===== config.mk =====
export PLATFORM = sky130hd
export DESIGN_NAME = pdc_top
export DESIGN_NICKNAME = d
export VERILOG_FILES = /design/src/logic/pdc_pkg.sv /design/src/logic/pdc_top.sv /design/src/logic/pdc_group.sv /design/src/logic/pdc_counter.sv
export SDC_FILE = /design/constraint.sdc
export NUM_CORES = 1
export LEC_CHECK = 0
export BUFFER_PORTS_ARGS = -buffer_cell sky130_fd_sc_hd__buf_2
export CORE_ASPECT_RATIO = 1.1
export CORE_MARGIN = 3
export CORE_UTILIZATION = 30
export CTS_CLUSTER_SIZE = 14
export DETAILED_ROUTE_END_ITERATION = 8
export PLACE_DENSITY = 0.59
export SLEW_MARGIN = 20
export SYNTH_ARGS = -nofsm -noshare
export SYNTH_HDL_FRONTEND = slang
export SYNTH_SLANG_ARGS = --single-unit

===== constraint.sdc =====
create_clock -name CORE_CLK -period 6.3 [get_ports CORE_CLK]
set_input_delay 0.945 -clock CORE_CLK [delete_from_list [all_inputs] [get_ports CORE_CLK]]
set_output_delay 0.945 -clock CORE_CLK [all_outputs]
set_load 0.005 [all_outputs]

===== src/logic/pdc_pkg.sv =====
// Constants, types and address map of the emulated port-group and counter block
package pdc_pkg;
   localparam int GROUP_MAX = 4;
   localparam int GROUP_LINES = 24;
   localparam int BYTE_W = 8;
   localparam logic [7:0] OFS_FIRST = 8'h00;
   localparam logic [7:0] OFS_SECOND = 8'h01;
   localparam logic [7:0] OFS_THIRD = 8'h02;
   localparam logic [7:0] OFS_DIRECTION = 8'h03;
   localparam logic [7:0] OFS_GROUP_STRIDE = 8'h04;
   localparam logic [7:0] OFS_CAPTURE_LO = 8'h08;
   localparam logic [7:0] OFS_CAPTURE_HI = 8'h0C;
   localparam logic [7:0] OFS_COUNTER0 = 8'h10;
   localparam logic [7:0] OFS_COUNTER_MODE = 8'h13;
   localparam logic [7:0] DIRECTION_RESET = 8'h1B;
   localparam int DIR_FIRST_BIT = 4;
   localparam int DIR_THIRD_UPPER_BIT = 3;
   localparam int DIR_SECOND_BIT = 1;
   localparam int DIR_THIRD_LOWER_BIT = 0;
   localparam int THIRD_IRQ_BIT_ZERO = 0;
   localparam int THIRD_IRQ_BIT_THREE = 3;
   localparam int EVENT_COUNT_INPUT_BIT = 4;
   localparam int MODE_SEL_LSB = 6;
   localparam int MODE_FIELD_LSB = 1;
   localparam logic [1:0] COUNTER_READBACK = 2'h3;
   localparam int CORE_CLK_KHZ = 125000;
   localparam int TIMER_CLK_KHZ = 2000;
   localparam int TICK_GCD = 1000;
   localparam logic [7:0] TICK_STEP = 8'(TIMER_CLK_KHZ / TICK_GCD);
   localparam logic [7:0] TICK_MODULUS = 8'(CORE_CLK_KHZ / TICK_GCD);
   typedef enum logic [2:0] {
      PDC_TERMINAL_COUNT,
      PDC_ONE_SHOT,
      PDC_RATE_GEN,
      PDC_SQUARE_WAVE,
      PDC_SW_STROBE,
      PDC_HW_STROBE
   } pdc_mode_t;
endpackage


===== src/logic/pdc_top.sv =====
// Top of the emulated port groups, capture bank, event counter and cascaded timer
`timescale 1ns/1ps
module pdc_top
   import pdc_pkg::*;
#(
   parameter int GROUP_COUNT = 4,
   parameter bit CAPTURE_BANK = 1'b0
) (
   input wire logic CORE_CLK,
   input wire logic RST,
   input wire logic [7:0] IO_ADDR,
   input wire logic IO_WR,
   input wire logic IO_RD,
   input wire logic [7:0] IO_WDATA,
   output logic [7:0] IO_RDATA,
   input wire logic [pdc_pkg::GROUP_MAX*pdc_pkg::GROUP_LINES-1:0] DIO_IN,
   output logic [pdc_pkg::GROUP_MAX*pdc_pkg::GROUP_LINES-1:0] DIO_OUT,
   output logic [pdc_pkg::GROUP_MAX*pdc_pkg::GROUP_LINES-1:0] DIO_OE,
   input wire logic CAPTURE_STROBE,
   input wire logic EVENT_EDGE_RISING,
   output logic [3:0] INT_SOURCE,
   output logic EVENT_IRQ,
   output logic TIMER_IRQ
);
   import pdc_pkg::*;

   typedef struct packed {
      logic [7:0] rdata;
      logic [47:0] capture;
      logic strobe_q;
      logic event_in_q;
      logic [7:0] accum;
      logic tick_2m;
      logic timer_lo_q;
      logic [3:0] int_src;
      logic event_irq;
      logic timer_irq;
   } pdc_top_t;
   pdc_top_t s_r, s_nxt;

   logic [7:0] g_rdata [GROUP_MAX];
   logic [23:0] g_view [GROUP_MAX];
   logic [7:0] c_rdata [3];
   logic [2:0] c_out;
   logic [2:0] c_tick;
   logic [2:0] c_wr_mode;
   logic [2:0] c_wr_count;
   logic [2:0] c_rd;
   logic [1:0] gsel;
   logic is_group;
   logic is_capture;
   logic is_counter;
   logic event_edge;
   logic [7:0] accum_sum;

   function automatic logic edge_seen(input logic prev, input logic cur, input logic rising);
      edge_seen = rising ? (~prev & cur) : (prev & ~cur);
   endfunction

   assign gsel = IO_ADDR[3:2];
   assign is_group = (IO_ADDR[7:4] == 4'h0) && (32'(gsel) < GROUP_COUNT);
   assign is_capture = CAPTURE_BANK && (IO_ADDR[7:4] == 4'h0) && (IO_ADDR[3:2] >= 2'h2)
                       && (IO_ADDR[1:0] != 2'h3);
   assign is_counter = (IO_ADDR[7:2] == OFS_COUNTER0[7:2]);

   genvar gi;
   generate
      for (gi = 0; gi < GROUP_MAX; gi++) begin : g_grp
         if (gi < GROUP_COUNT) begin : g_on
            pdc_group u_group (
               .clk(CORE_CLK),
               .rst(RST),
               .wr_en(IO_WR && is_group && !is_capture && gsel == 2'(gi)),
               .sel(IO_ADDR[1:0]),
               .wdata(IO_WDATA),
               .pin_in(DIO_IN[gi*GROUP_LINES +: GROUP_LINES]),
               .pin_out(DIO_OUT[gi*GROUP_LINES +: GROUP_LINES]),
               .pin_oe(DIO_OE[gi*GROUP_LINES +: GROUP_LINES]),
               .port_view(g_view[gi]),
               .rdata(g_rdata[gi])
            );
         end else begin : g_off
            assign DIO_OUT[gi*GROUP_LINES +: GROUP_LINES] = 24'h000000;
            assign DIO_OE[gi*GROUP_LINES +: GROUP_LINES] = 24'h000000;
            assign g_view[gi] = 24'h000000;
            assign g_rdata[gi] = 8'h00;
         end
      end
   endgenerate

   always_comb begin
      for (int i = 0; i < 3; i++) begin
         c_wr_count[i] = IO_WR && is_counter && (IO_ADDR[1:0] == 2'(i));
         c_rd[i] = IO_RD && is_counter && (IO_ADDR[1:0] == 2'(i));
         c_wr_mode[i] = IO_WR && (IO_ADDR == OFS_COUNTER_MODE)
                        && (IO_WDATA[MODE_SEL_LSB +: 2] == 2'(i));
      end
   end

   assign event_edge = edge_seen(s_r.event_in_q, g_view[0][16 + EVENT_COUNT_INPUT_BIT],
                                 EVENT_EDGE_RISING);
   assign c_tick[0] = event_edge;
   assign c_tick[1] = s_r.tick_2m;
   assign c_tick[2] = s_r.timer_lo_q & ~c_out[1];

   genvar ci;
   generate
      for (ci = 0; ci < 3; ci++) begin : g_cnt
         pdc_counter u_counter (
            .clk(CORE_CLK),
            .rst(RST),
            .tick(c_tick[ci]),
            .wr_mode(c_wr_mode[ci]),
            .wr_count(c_wr_count[ci]),
            .rd_count(c_rd[ci]),
            .wdata(IO_WDATA),
            .rdata(c_rdata[ci]),
            .out(c_out[ci])
         );
      end
   endgenerate

   assign accum_sum = s_r.accum + TICK_STEP;

   always_comb begin
      s_nxt = s_r;
      s_nxt.strobe_q = CAPTURE_STROBE;
      s_nxt.event_in_q = g_view[0][16 + EVENT_COUNT_INPUT_BIT];
      s_nxt.timer_lo_q = c_out[1];
      if (accum_sum >= TICK_MODULUS) begin
         s_nxt.accum = accum_sum - TICK_MODULUS;
         s_nxt.tick_2m = 1'b1;
      end else begin
         s_nxt.accum = accum_sum;
         s_nxt.tick_2m = 1'b0;
      end
      if (CAPTURE_BANK && edge_seen(s_r.strobe_q, CAPTURE_STROBE, 1'b1)) begin
         s_nxt.capture = {g_view[1], g_view[0]};
      end
      s_nxt.int_src = {g_view[1][16 + THIRD_IRQ_BIT_THREE], g_view[1][16 + THIRD_IRQ_BIT_ZERO],
                       g_view[0][16 + THIRD_IRQ_BIT_THREE], g_view[0][16 + THIRD_IRQ_BIT_ZERO]};
      s_nxt.event_irq = c_out[0];
      s_nxt.timer_irq = c_out[2];
      if (IO_RD) begin
         if (is_capture) begin
            s_nxt.rdata = s_r.capture[(24 * 32'(IO_ADDR[2])) + 8 * 32'(IO_ADDR[1:0]) +: 8];
         end else if (is_group) begin
            s_nxt.rdata = g_rdata[gsel];
         end else if (is_counter && IO_ADDR[1:0] != 2'h3) begin
            s_nxt.rdata = c_rdata[IO_ADDR[1:0]];
         end else begin
            s_nxt.rdata = 8'h00;
         end
      end
   end

   always_ff @(posedge CORE_CLK) begin
      if (RST) begin
         s_r.rdata <= 8'h00;
         s_r.capture <= 48'h000000000000;
         s_r.strobe_q <= 1'b0;
         s_r.event_in_q <= 1'b0;
         s_r.accum <= 8'h00;
         s_r.tick_2m <= 1'b0;
         s_r.timer_lo_q <= 1'b0;
         s_r.int_src <= 4'h0;
         s_r.event_irq <= 1'b0;
         s_r.timer_irq <= 1'b0;
      end else begin
         s_r <= s_nxt;
      end
   end

   assign IO_RDATA = s_r.rdata;
   assign INT_SOURCE = s_r.int_src;
   assign EVENT_IRQ = s_r.event_irq;
   assign TIMER_IRQ = s_r.timer_irq;
endmodule


===== src/logic/pdc_group.sv =====
// One emulated port group: three data latches, direction word and read view
`timescale 1ns/1ps
module pdc_group
   import pdc_pkg::*;
(
   input wire logic clk,
   input wire logic rst,
   input wire logic wr_en,
   input wire logic [1:0] sel,
   input wire logic [7:0] wdata,
   input wire logic [23:0] pin_in,
   output logic [23:0] pin_out,
   output logic [23:0] pin_oe,
   output logic [23:0] port_view,
   output logic [7:0] rdata
);
   typedef struct packed {
      logic [7:0] dir;
      logic [23:0] latch;
      logic [23:0] oe;
   } pdc_grp_t;
   pdc_grp_t s_r, s_nxt;
   logic [7:0] word;

   function automatic logic [23:0] oe_of(input logic [7:0] d);
      oe_of = {{4{~d[DIR_THIRD_UPPER_BIT]}}, {4{~d[DIR_THIRD_LOWER_BIT]}},
               {8{~d[DIR_SECOND_BIT]}}, {8{~d[DIR_FIRST_BIT]}}};
   endfunction

   always_comb begin
      s_nxt = s_r;
      word = oe_of(s_r.dir) == 24'h0 ? 8'h00 : 8'h00;
      if (wr_en) begin
         case (sel)
            2'h0: s_nxt.latch[7:0] = wdata;
            2'h1: s_nxt.latch[15:8] = wdata;
            2'h2: s_nxt.latch[23:16] = wdata;
            default: s_nxt.dir = wdata;
         endcase
      end
      s_nxt.oe = oe_of(s_nxt.dir);
   end

   always_ff @(posedge clk) begin
      if (rst) begin
         s_r.dir <= DIRECTION_RESET;
         s_r.latch <= 24'h000000;
         s_r.oe <= 24'h000000;
      end else begin
         s_r <= s_nxt;
      end
   end

   assign pin_out = s_r.latch;
   assign pin_oe = s_r.oe;
   assign port_view = (s_r.oe & s_r.latch) | (~s_r.oe & pin_in);
   always_comb begin
      case (sel)
         2'h0: rdata = port_view[7:0];
         2'h1: rdata = port_view[15:8];
         2'h2: rdata = port_view[23:16];
         default: rdata = word;
      endcase
   end
endmodule


===== src/logic/pdc_counter.sv =====
// One 16-bit down counter with byte load and byte read, terminal-count and rate modes
`timescale 1ns/1ps
module pdc_counter
   import pdc_pkg::*;
(
   input wire logic clk,
   input wire logic rst,
   input wire logic tick,
   input wire logic wr_mode,
   input wire logic wr_count,
   input wire logic rd_count,
   input wire logic [7:0] wdata,
   output logic [7:0] rdata,
   output logic out
);
   typedef struct packed {
      pdc_mode_t mode;
      logic [15:0] reload;
      logic [15:0] count;
      logic load_msb;
      logic read_msb;
      logic running;
      logic out;
   } pdc_cnt_t;
   pdc_cnt_t s_r, s_nxt;

   always_comb begin
      s_nxt = s_r;
      if (wr_mode) begin
         s_nxt.mode = pdc_mode_t'(wdata[MODE_FIELD_LSB +: 3]);
         s_nxt.load_msb = 1'b0;
         s_nxt.read_msb = 1'b0;
         s_nxt.running = 1'b0;
         s_nxt.out = (s_nxt.mode != PDC_TERMINAL_COUNT);
      end else if (wr_count) begin
         if (s_r.load_msb) begin
            s_nxt.reload[15:8] = wdata;
            s_nxt.count = {wdata, s_r.reload[7:0]};
            s_nxt.running = 1'b1;
            s_nxt.out = (s_r.mode != PDC_TERMINAL_COUNT);
         end else begin
            s_nxt.reload[7:0] = wdata;
         end
         s_nxt.load_msb = ~s_r.load_msb;
      end else if (tick && s_r.running) begin
         case (s_r.mode)
            PDC_RATE_GEN: begin
               s_nxt.out = (s_r.count != 16'h0002);
               s_nxt.count = (s_r.count == 16'h0001) ? s_r.reload : s_r.count - 16'h0001;
            end
            default: begin
               s_nxt.count = s_r.count - 16'h0001;
               if (s_r.count == 16'h0001) begin
                  s_nxt.out = 1'b1;
               end
            end
         endcase
      end
      if (rd_count) begin
         s_nxt.read_msb = ~s_r.read_msb;
      end
   end

   always_ff @(posedge clk) begin
      if (rst) begin
         s_r.mode <= PDC_TERMINAL_COUNT;
         s_r.reload <= 16'h0000;
         s_r.count <= 16'h0000;
         s_r.load_msb <= 1'b0;
         s_r.read_msb <= 1'b0;
         s_r.running <= 1'b0;
         s_r.out <= 1'b0;
      end else begin
         s_r <= s_nxt;
      end
   end

   assign rdata = s_r.read_msb ? s_r.count[15:8] : s_r.count[7:0];
   assign out = s_r.out;
endmodule


Word level (Yosys, flattened, before mapping):

Index checks and enable logic that the tools add are counted.

* output and inout bits: 206
* bits of input ports: 118
* bits in registers: 342
* logic and storage cells: 291

* bitwise gates (word level): 50
* $add $sub $neg: 5
* muxes and demuxes: 76
* reduce and logical (&&, ||, !) cells: 76
* magnitude comparators: 3
* eq/ne operators: 25

Operators with widths (count)
* 2-to-1 mux 16 bit: 15
* bitwise AND 24 bit: 8
* 2-to-1 mux 8 bit: 21
* 2-to-1 mux 29 bit: 4
* inverter 24 bit: 4
* OR 24 bit: 4
* one-hot mux 8 bit (3 select lines): 4
* == test 16 x 1 -> 1 bit, second input constant: 3
* != test 16 x 2 -> 1 bit, second input constant: 3
* subtractor 16 x 1 -> 16 bit, second input constant: 3
* AND reduction 2 bit: 19
* AND reduction 3 bit: 12
* binary-select mux 8 bit (select 2 bit): 2
* inverter 1 bit: 29
* 2-to-1 mux 1 bit: 25
* logical AND 1 bit: 21
* nonzero test 3 bit: 7
* 2-to-1 mux 5 bit: 4
* nonzero test 2 bit: 6
* nonzero test 4 bit: 3
* == test 3 x 2 -> 1 bit, second input constant: 3
* 2-to-1 mux 9 bit: 1
* != test 3 x 2 -> 1 bit, second input constant: 3
* adder 8 x 2 -> 8 bit, second input constant: 1
* other kinds (14): 30

Depth between registers and ports, before layout:

Gate-level depths: netlist (run 1).

* depth in word-level cells: 10
* gate-level depth with buffers: 10
* mapped depth without buffers: 8

Hierarchy:

A second synthesis (run 1) with hierarchy kept.

* cells, all modules: 1826
* area, all modules: 16153.0 um^2

By module, submodules not included
* pdc_group: cells an instance 210, instances 4, area each 1950.6 um^2, seq. area each 640.6 um^2
* pdc_counter: cells an instance 260, instances 3, area each 2189.6 um^2, seq. area each 780.7 um^2
* pdc_top: cells an instance 206, instances 1, area each 1781.7 um^2, seq. area each 500.5 um^2

Worst setup path before layout (run 1):

Ideal clock, no wire load.

* path type: input -> register
* start point: input port IO_ADDR[3]
* end point: register g_cnt[2].u_counter.s_r[17] (netlist name)
* path buffers: 2
* slack: 3.661 ns
* data required time: 6.177 ns
* setup time: 0.123 ns
* stages on the path: 8
* data arrival time: 2.516 ns
* path through: nor4b_4 -> nand3_2 -> nor3b_2 -> nor2b_1 -> buf_4 -> buf_6 -> o21ai_0 -> a21oi_1

* word-level cells in the longest chain between the ends: 5
* elaborated cells on any way between the ends: 11
* classes of those cells: eq/ne: 3; mux: 1; bitwise: 1; reduce/logical: 6

Ends and longest elaborated chain
* start, declared: line pdc_top.sv:11 `input wire logic [7:0] IO_ADDR,`
* == test 6 x 3 -> 1 bit or == test 8 x 5 -> 1 bit (tied branches): line pdc_top.sv:64, pdc_top.sv:95
* logical AND 1 bit (on tied branches): line pdc_top.sv:93, pdc_top.sv:95
* logical AND 1 bit (on tied branches): line pdc_top.sv:93, pdc_top.sv:96
* != test 2 bit (no line), or another cell as far along
* AND reduction 3 bit (no line)
* end signal, assigned: line pdc_counter.sv:74 `s_r <= s_nxt;`
* end, declared: line pdc_counter.sv:25 `pdc_cnt_t s_r, s_nxt;`

Several ways; a longest one is shown, not always the timed one.
A chain may end at the register's enable or synchronous reset.

Final worst setup path (run 1):

* start point: input port IO_ADDR[1]
* end point: register g_cnt[0].u_counter.s_r[4] (netlist name)

* word-level cells in the longest chain between the ends: 5
* elaborated cells on any way between the ends: 10
* classes of those cells: eq/ne: 2; mux: 1; bitwise: 1; reduce/logical: 6

Ends and longest elaborated chain
* == test 8 x 5 -> 1 bit: line pdc_top.sv:95 `c_wr_mode[i] = IO_WR && (IO_ADDR == OFS_COUNTER_MODE)`
* logical AND 1 bit: line pdc_top.sv:95
* logical AND 1 bit: line pdc_top.sv:96 `&& (IO_WDATA[MODE_SEL_LSB +: 2] == 2'(i));`
* inverter 1 bit (no line)
* AND reduction 3 bit (no line)
* end signal, assigned: line pdc_counter.sv:74
* end, declared: line pdc_counter.sv:25

Several ways; a longest one is shown, not always the timed one.

==> results of run 1 <==
==> worst min-delay path, stage by stage (launching register included) <==
cell	delay, ns
dfxtp_1	0.31
nand2_1	0.05
a21oi_1	0.05
==> cells in the mapped netlist, drive strengths merged (5+ instances only) <==
library cell / count / area share
a211oi: 23 / 0.011
a21o: 8 / 0.0038
a21oi: 188 / 0.060
a311oi: 10 / 0.0056
a31oi: 12 / 0.0048
and2: 15 / 0.0060
buf: 243 / 0.11
clkbuf: 109 / 0.026
dfxtp: 270 / 0.34
ha: 14 / 0.011
inv: 19 / 0.0045
mux2: 30 / 0.022
mux2i: 162 / 0.10
nand2: 200 / 0.048
nand2b: 23 / 0.0092
nand3: 98 / 0.032
nand3b: 8 / 0.0038
nand4: 16 / 0.0072
nor2: 162 / 0.040
nor2b: 32 / 0.013
nor3: 29 / 0.010
nor3b: 10 / 0.0061
nor4: 19 / 0.0099
nor4b: 8 / 0.0064
o211ai: 28 / 0.013
o21ai: 73 / 0.024
o221ai: 9 / 0.0050
o22ai: 31 / 0.012
o31ai: 5 / 0.0027
or3: 14 / 0.0056
xnor2: 18 / 0.010
xor2: 6 / 0.0033
==> worst min-delay path by stage <==
stage	slack [ns]	end	depth (start not counted)
final	0.45	g_cnt[0].u_counter.s_r[29]	2
after global routing	0.47	g_cnt[2].u_counter.s_r[30]	2
after CTS	0.46	g_cnt[0].u_counter.s_r[29]	2
after detailed placement	0.45	g_cnt[0].u_counter.s_r[29]	2
after global placement	0.44	g_cnt[0].u_counter.s_r[36]	2
after floorplan	0.43	g_cnt[0].u_counter.s_r[38]	2
==> layer usage <==
| metal | part of all wire | routed length, µm | vias to the layer above |
|---|---|---|---|
| met2 | 0.48 | 25290 | 528 |
| met5 | 0.00052 | 27 | - |
| met1 | 0.41 | 21180 | 6610 |
| met3 | 0.068 | 3529 | 112 |
| met4 | 0.043 | 2224 | 4 |
| li1 | - | - | 6645 |
==> layout make-up <==
class | count | area (µm²) | share of cell area
diodes | 3 | 7.507 | 0.0004367
clock buffers | 43 | 868.3 | 0.05051
clock inverters | 10 | 115.1 | 0.006696
inverters | 19 | 71.32 | 0.004148
multi-input cells | 1299 | 8089 | 0.4705
flip-flops and latches | 270 | 5405 | 0.3144
well taps | 667 | 834.6 | 0.04854
repair buffers | 346 | 1800 | 0.1047
==> power by group through the flow <==
| stage | logic [mW] | clock network (mW) | registers (mW) |
|---|---|---|---|
| after CTS | 0.259 | 1.80 | 1.72 |
| after global placement | 0.255 | 0 | 1.76 |
| after global routing | 0.276 | 1.86 | 1.72 |
| after detailed placement | 0.258 | 0 | 1.76 |
| final | 0.259 | 1.76 | 1.72 |
| after floorplan | 0.141 | 0 | 1.75 |
==> registers in the layout, indices dropped and copies added, names as in the netlist, 3 cells and up <==
| signal | cells |
|---|---|
| IO_RDATA | 8 |
| g_grp.g_on.u_group.s_r | 16 |
| g_grp.g_on.u_group.pin_out | 96 |
| g_cnt.u_counter.out | 3 |
| g_grp.g_on.u_group.pin_oe | 16 |
| g_cnt.u_counter.s_r | 114 |
| INT_SOURCE | 4 |
| s_r | 10 |
==> through the flow <==
stage / setup WS (ns) / power (mW)
2_1_floorplan: 3.661 / 1.895
3_3_place_gp: 2.363 / 2.012
3_5_place_dp: 2.312 / 2.015
4_1_cts: 2.882 / 3.773
5_1_grt: 2.718 / 3.857
6_report: 2.824 / 3.736
==> cell families after synthesis <==
| group | after synthesis | synth area share |
|---|---|---|
| compound gates | 415 | 0.1580 |
| xor+xnor | 24 | 0.01340 |
| fa+ha+maj | 14 | 0.01116 |
| buf+inv | 371 | 0.1403 |
| flops | 270 | 0.3445 |
| mux | 192 | 0.1249 |
| simple gates | 654 | 0.2077 |
==> metrics.md, run 1 <==
| Metric | Value |
|---|---|
| Net Sw Power | 0.9075 mW |
| CP Max Fanout | 31 |
| Ys Warns | 0 |
| CTS tree | done |
| Clock Tree Buf Depth | 3 |
| Max Slew Vio Count | 0 |
| Crit. path cell count | 8 |
| Outcome | finished, final reports clean |
| Final instance area | 17,190 µm² |
| Worst Reg2Reg Path Length in Cells | 7 |
| Largest net degree at the start of global routing | 109 |
| Met1 usage | 0.2138 |
| CP required | 6.78 ns |
| GRT met2 Usage | 0.3131 |
| Min Tclk post-route | 3.476 ns |
| Vias in the first global route | 12,960 |
| Die Ht | 245.9 µm |
| CP bufs+invs | 2 |
| Antenna violations before repair | 3 |
| IO Count | 324 |
| Detailed Route WL | 52,250 µm |
| Overall die area | 55,090 µm² |
| GRT Residual Overflow | 0 |
| Placed Cells | 2,601 |
| Routed vias/inst | 5.231 |
| RSZ-0062 raised after global routing | no |
| Clock sink count | 270 |
| Switching share of total power | 0.2429 |
| Async S/R FF share, synth | 0 |
| R2R Setup Slk | 3.47 ns |
| Crit share post-route | 0.5518 |
| Routed len/inst | 19.67 µm |
| Commonest non-fill, non-tap cell in the layout | buf_2 |
| Hpwl dp | 36,500 µm |
| Synth cell types | 75 |
| Utilization after layout | 0.3339 |
| DR vias | 13,900 |
| Initial Utilization | 0.3048 |
| Slew @ Worst Pin | 1.007 ns |
| PortBufs | 322 |
| Root Driver | clkbuf_16 |
| Synthesis-stage register bit count | 270 |
| Antenna viol nets, final | 0 |
| CTS clk-pin slew, worst paths | 0.06 ns |
| Seq/Total Area, Yosys | 0.3445 |
| Reg-to-Reg Start | g_cnt[0].u_counter.s_r[4] |
| Hold wc startpoint | g_cnt[0].u_counter.s_r[29] |
| Crit path kind | primary input to flop |
| Leading cell types in the layout, fill and taps excluded | buf_2 (321), dfxtp_1 (270), nand2_1 (198) |
| Worst VDD drop | 0.0001619 V |
| Clk pwr share | 0.471 |
| Placed standard-cell area | 16,200 µm² |
| Global-route wire length before repair | 77,670 µm |
| Reg power frac | 0.460 |
| Syn_nets | 2,072 |
| Post CTS Setup Buffer Count | 0 |
| Final net count | 2,097 |
| Hold WS | 0.4510 ns |
| Combinational power share | 0.069 |
| Layout Skew | 0.01809 ns |
| Crit path to | g_cnt[0].u_counter.s_r[4] |
| Synthesized instance count | 1,940 |
| Worst-Skew Late Latency | 0.56 ns |
| GP Congestion | 0.8980 |
| GR peak layer | met2 |
| Cell Int Power | 2.828 mW |
| Fraction of layout cells with a size suffix above 1 | 0.2335 |
| Critical R2R Capture | g_cnt[0].u_counter.s_r[7] |
| Final cell count without fillers | 2,657 |
| Maximum clock rate | 287.7 MHz |
| Core Region | 51,490 µm² |
| Die Width | 224.1 µm |
| Max-cap violation count | 0 |
| Arrival time at the worst endpoint | 3.95 ns |
| Number of synthesized flops with an enable pin | 0 |
| H-tree depth | 1 |
| CP Cell Sequence | buf_2, or2_2, nor3_2, buf_4, o21a_1, nand2b_1, or3_1, a31oi_1 |
| Synth-to-layout area growth | 9.561% |
| Post-CTS resize count | 0 |
| DRT Pass-1 Iters | 5 |
| Cell family with most CP delay | simple AND/OR/NAND/NOR gates |
| Critical Path Start | IO_ADDR[1] |
| Worst setup SP type | primary input |
| DRC | 0 |
| Critical path capture point type | flop |
| Main synth FF type | dfxtp_1 |
| Syn avg cell area | 8.088 µm² |
| Hold Path Class | flop to flop |
| M3 GR Usage | 0.02997 |
| Final Hold Fails | 0 |
| Crit path max-delay cell type | or2_2 |
| Leakage | 6.580 nW |
| Drt initial violations | 1,168 |
| Worst stage delay on the critical path | 0.80 ns |
| Power per cell area | 217.3 nW/µm² |
| # setup viols final | 0 |
| Slew HR | 0.3289 |
| GRT Util Overall | 0.1785 |
| Total clock buffers created by CTS | 29 |
| Setup TNS | 0 ns |
| Core Rows | 87 |
| CTS Hold Buffers Added | 0 |
| Post-Syn Area | 15,690 µm² |
| Fillcell total | 5,334 |
Note: power is estimated with default switching activity, not from simulation.
==> run 2, diff against run 1 <==
==> constraint.sdc (replaced) <==
create_clock -name CORE_CLK -period 3.25 [get_ports CORE_CLK]
set_input_delay 0.4875 -clock CORE_CLK [delete_from_list [all_inputs] [get_ports CORE_CLK]]
set_output_delay 0.4875 -clock CORE_CLK [all_outputs]
set_load 0.005 [all_outputs]
==> metrics.md, run 2 (synthesis results as in run 1) <==
| Metric | Value |
|---|---|
| FF/Latch Area | 5405 µm² |
| Arrival time at the worst endpoint | 3.06 ns |
| Leading cell types in the layout, fill and taps excluded | buf_2 (321), dfxtp_1 (270), nand2_1 (198) |
| Largest reg by FF count | g_cnt.u_counter.s_r |
| Vias in the first global route | 13,140 |
| Max Slew Vio Count | 0 |
| Min Tclk post-route | 2.599 ns |
| Antenna viol nets, final | 0 |
| Placed Cells | 2,630 |
| CTS Hold Buffers Added | 0 |
| Die Width | 224.1 µm |
| Fraction of layout cells with a size suffix above 1 | 0.2425 |
| CP Cell Sequence | mux2i_1, mux2_2, o21a_1, nand2b_1, or3_1, a31oi_1 |
| Die Ht | 245.9 µm |
| RSZ-0062 raised after global routing | no |
| Overall die area | 55,090 µm² |
| CP required | 3.72 ns |
| Outcome | finished, final reports clean |
| GP Congestion | 0.9183 |
| Final Hold Fails | 0 |
| Area of the multi-input gates | 8089 µm² |
| Cell Int Power | 5.412 mW |
| Worst stage delay on the critical path | 0.54 ns |
| Crit path kind | flop to flop |
| GRT Util Overall | 0.1812 |
| Combinational power share | 0.073 |
| PortBufs | 322 |
| Crit share post-route | 0.7996 |
| Slew @ Worst Pin | 0.8645 ns |
| Leakage | 6.699 nW |
| H-tree depth | 1 |
| Maximum clock rate | 384.8 MHz |
| Worst VDD drop | 0.0003606 V |
| CP Max Fanout | 13 |
| Core Region | 51,490 µm² |
| Routed vias/inst | 5.223 |
| Slew HR | 0.4236 |
| Antenna violations before repair | 6 |
| # setup viols final | 0 |
| Crit path max-delay cell type | dfxtp_1 |
| DRC | 0 |
| Clock sink count | 270 |
| Core Rows | 87 |
| Utilization after layout | 0.3371 |
| Final cell count without fillers | 2,682 |
| Max reg flops | 114 |
| Hold Path Class | primary input to flop |
| Post CTS Setup Buffer Count | 0 |
| Commonest non-fill, non-tap cell in the layout | buf_2 |
| Final net count | 2,124 |
| Routed len/inst | 19.64 µm |
| Clk pwr share | 0.459 |
| Total clock buffers created by CTS | 27 |
| GRT Residual Overflow | 0 |
| Clock Tree Buf Depth | 3 |
| Initial Utilization | 0.3048 |
| Net Sw Power | 1.701 mW |
| Layout Skew | 0.01761 ns |
| Largest net degree at the start of global routing | 143 |
| Synth-to-layout area growth | 10.62% |
| Worst-Skew Late Latency | 0.55 ns |
| Fillcell total | 5,390 |
| Post-CTS resize count | 0 |
| Max-cap violation count | 0 |
| DRT Pass-1 Iters | 6 |
| CTS tree | done |
| Setup TNS | 0 ns |
| DR vias | 14,010 |
| Drt initial violations | 1,332 |
| IO Count | 324 |
| Switching share of total power | 0.2392 |
| Reg power frac | 0.468 |
| Worst setup SP type | flop |
| Root Driver | clkbuf_16 |
| Hpwl dp | 38,110 µm |
| Global-route wire length before repair | 79,410 µm |
| Power per cell area | 409.8 nW/µm² |
| Critical path capture point type | flop |
| Detailed Route WL | 52,670 µm |
| CTS clk-pin slew, worst paths | 0.06 ns |
## run 2: cell types whose count changed in the layout (fill, tap and decap cells not counted)
cell        delta
buf_4         +28
clkbuf_16      -2
clkbuf_8       -2
buf_12         +1
bufinv_16      +1
clkbuf_1       +1
clkinv_2       +1
clkinv_4       -1
clkinvlp_4     -1
inv_6          -1
## run 2: power groups by stage
stage	clock network (mW)	registers (mW)	logic (mW)
after floorplan	0	3.40	0.274
after detailed placement	0	3.40	0.510
after CTS	3.32	3.33	0.513
final	3.27	3.33	0.516
after global routing	3.42	3.33	0.548
after global placement	0	3.40	0.506
## run 2: worst paths after layout
kind | startpoint | end | slack [ns] | depth (start not counted)
setup / recovery | g_grp[0].g_on.u_group.pin_oe[20] | g_cnt[0].u_counter.s_r[4] | 0.65 | 6
hold / removal | DIO_IN[16] | INT_SOURCE[0] | 0.22 | 3
setup reg to reg | g_grp[0].g_on.u_group.pin_oe[20] | g_cnt[0].u_counter.s_r[4] | 0.65 | 6
hold reg to reg | g_cnt[0].u_counter.s_r[31] | g_cnt[0].u_counter.s_r[31] | 0.46 | 2
## run 2: final cells by class
type	instances	share of cell area
timing repair buffer	375	0.1170
multi-input combinational	1299	0.4660
tap	667	0.04808
inverter	19	0.004109
clock inverter	9	0.007208
sequential	270	0.3114
antenna	3	0.0004325
clock buffer	40	0.04577
## run 2: critical path, delay by kind of cell (launching register included)
family	cells	cell delay (ns)
DFF	1	0.54
and+or+nand+nor	2	0.77
muxes	2	0.87
AOI/OAI and AO/OA	2	0.33
## run 2: routing by layer
| metal | vias up | global-route usage | part of all wire |
|---|---|---|---|
| li1 | 6688 | - | - |
| met2 | 529 | 0.3239 | 0.49 |
| met3 | 99 | 0.02436 | 0.061 |
| met4 | 6 | 0.06511 | 0.035 |
| met1 | 6685 | 0.2219 | 0.41 |
| met5 | - | 0 | 0.00065 |
## run 2: stage by stage
stage	power, mW	setup WS, ns	hold WS (ns)	area [µm²]
3_5_place_dp	3.915	0.5038	0.4470	16430
3_3_place_gp	3.910	0.5259	0.4421	16430
2_1_floorplan	3.674	1.068	0.4319	15690
6_report	7.113	0.6514	0.2238	17360
5_1_grt	7.299	0.4711	0.2251	17350
4_1_cts	7.166	0.6013	0.2031	17350
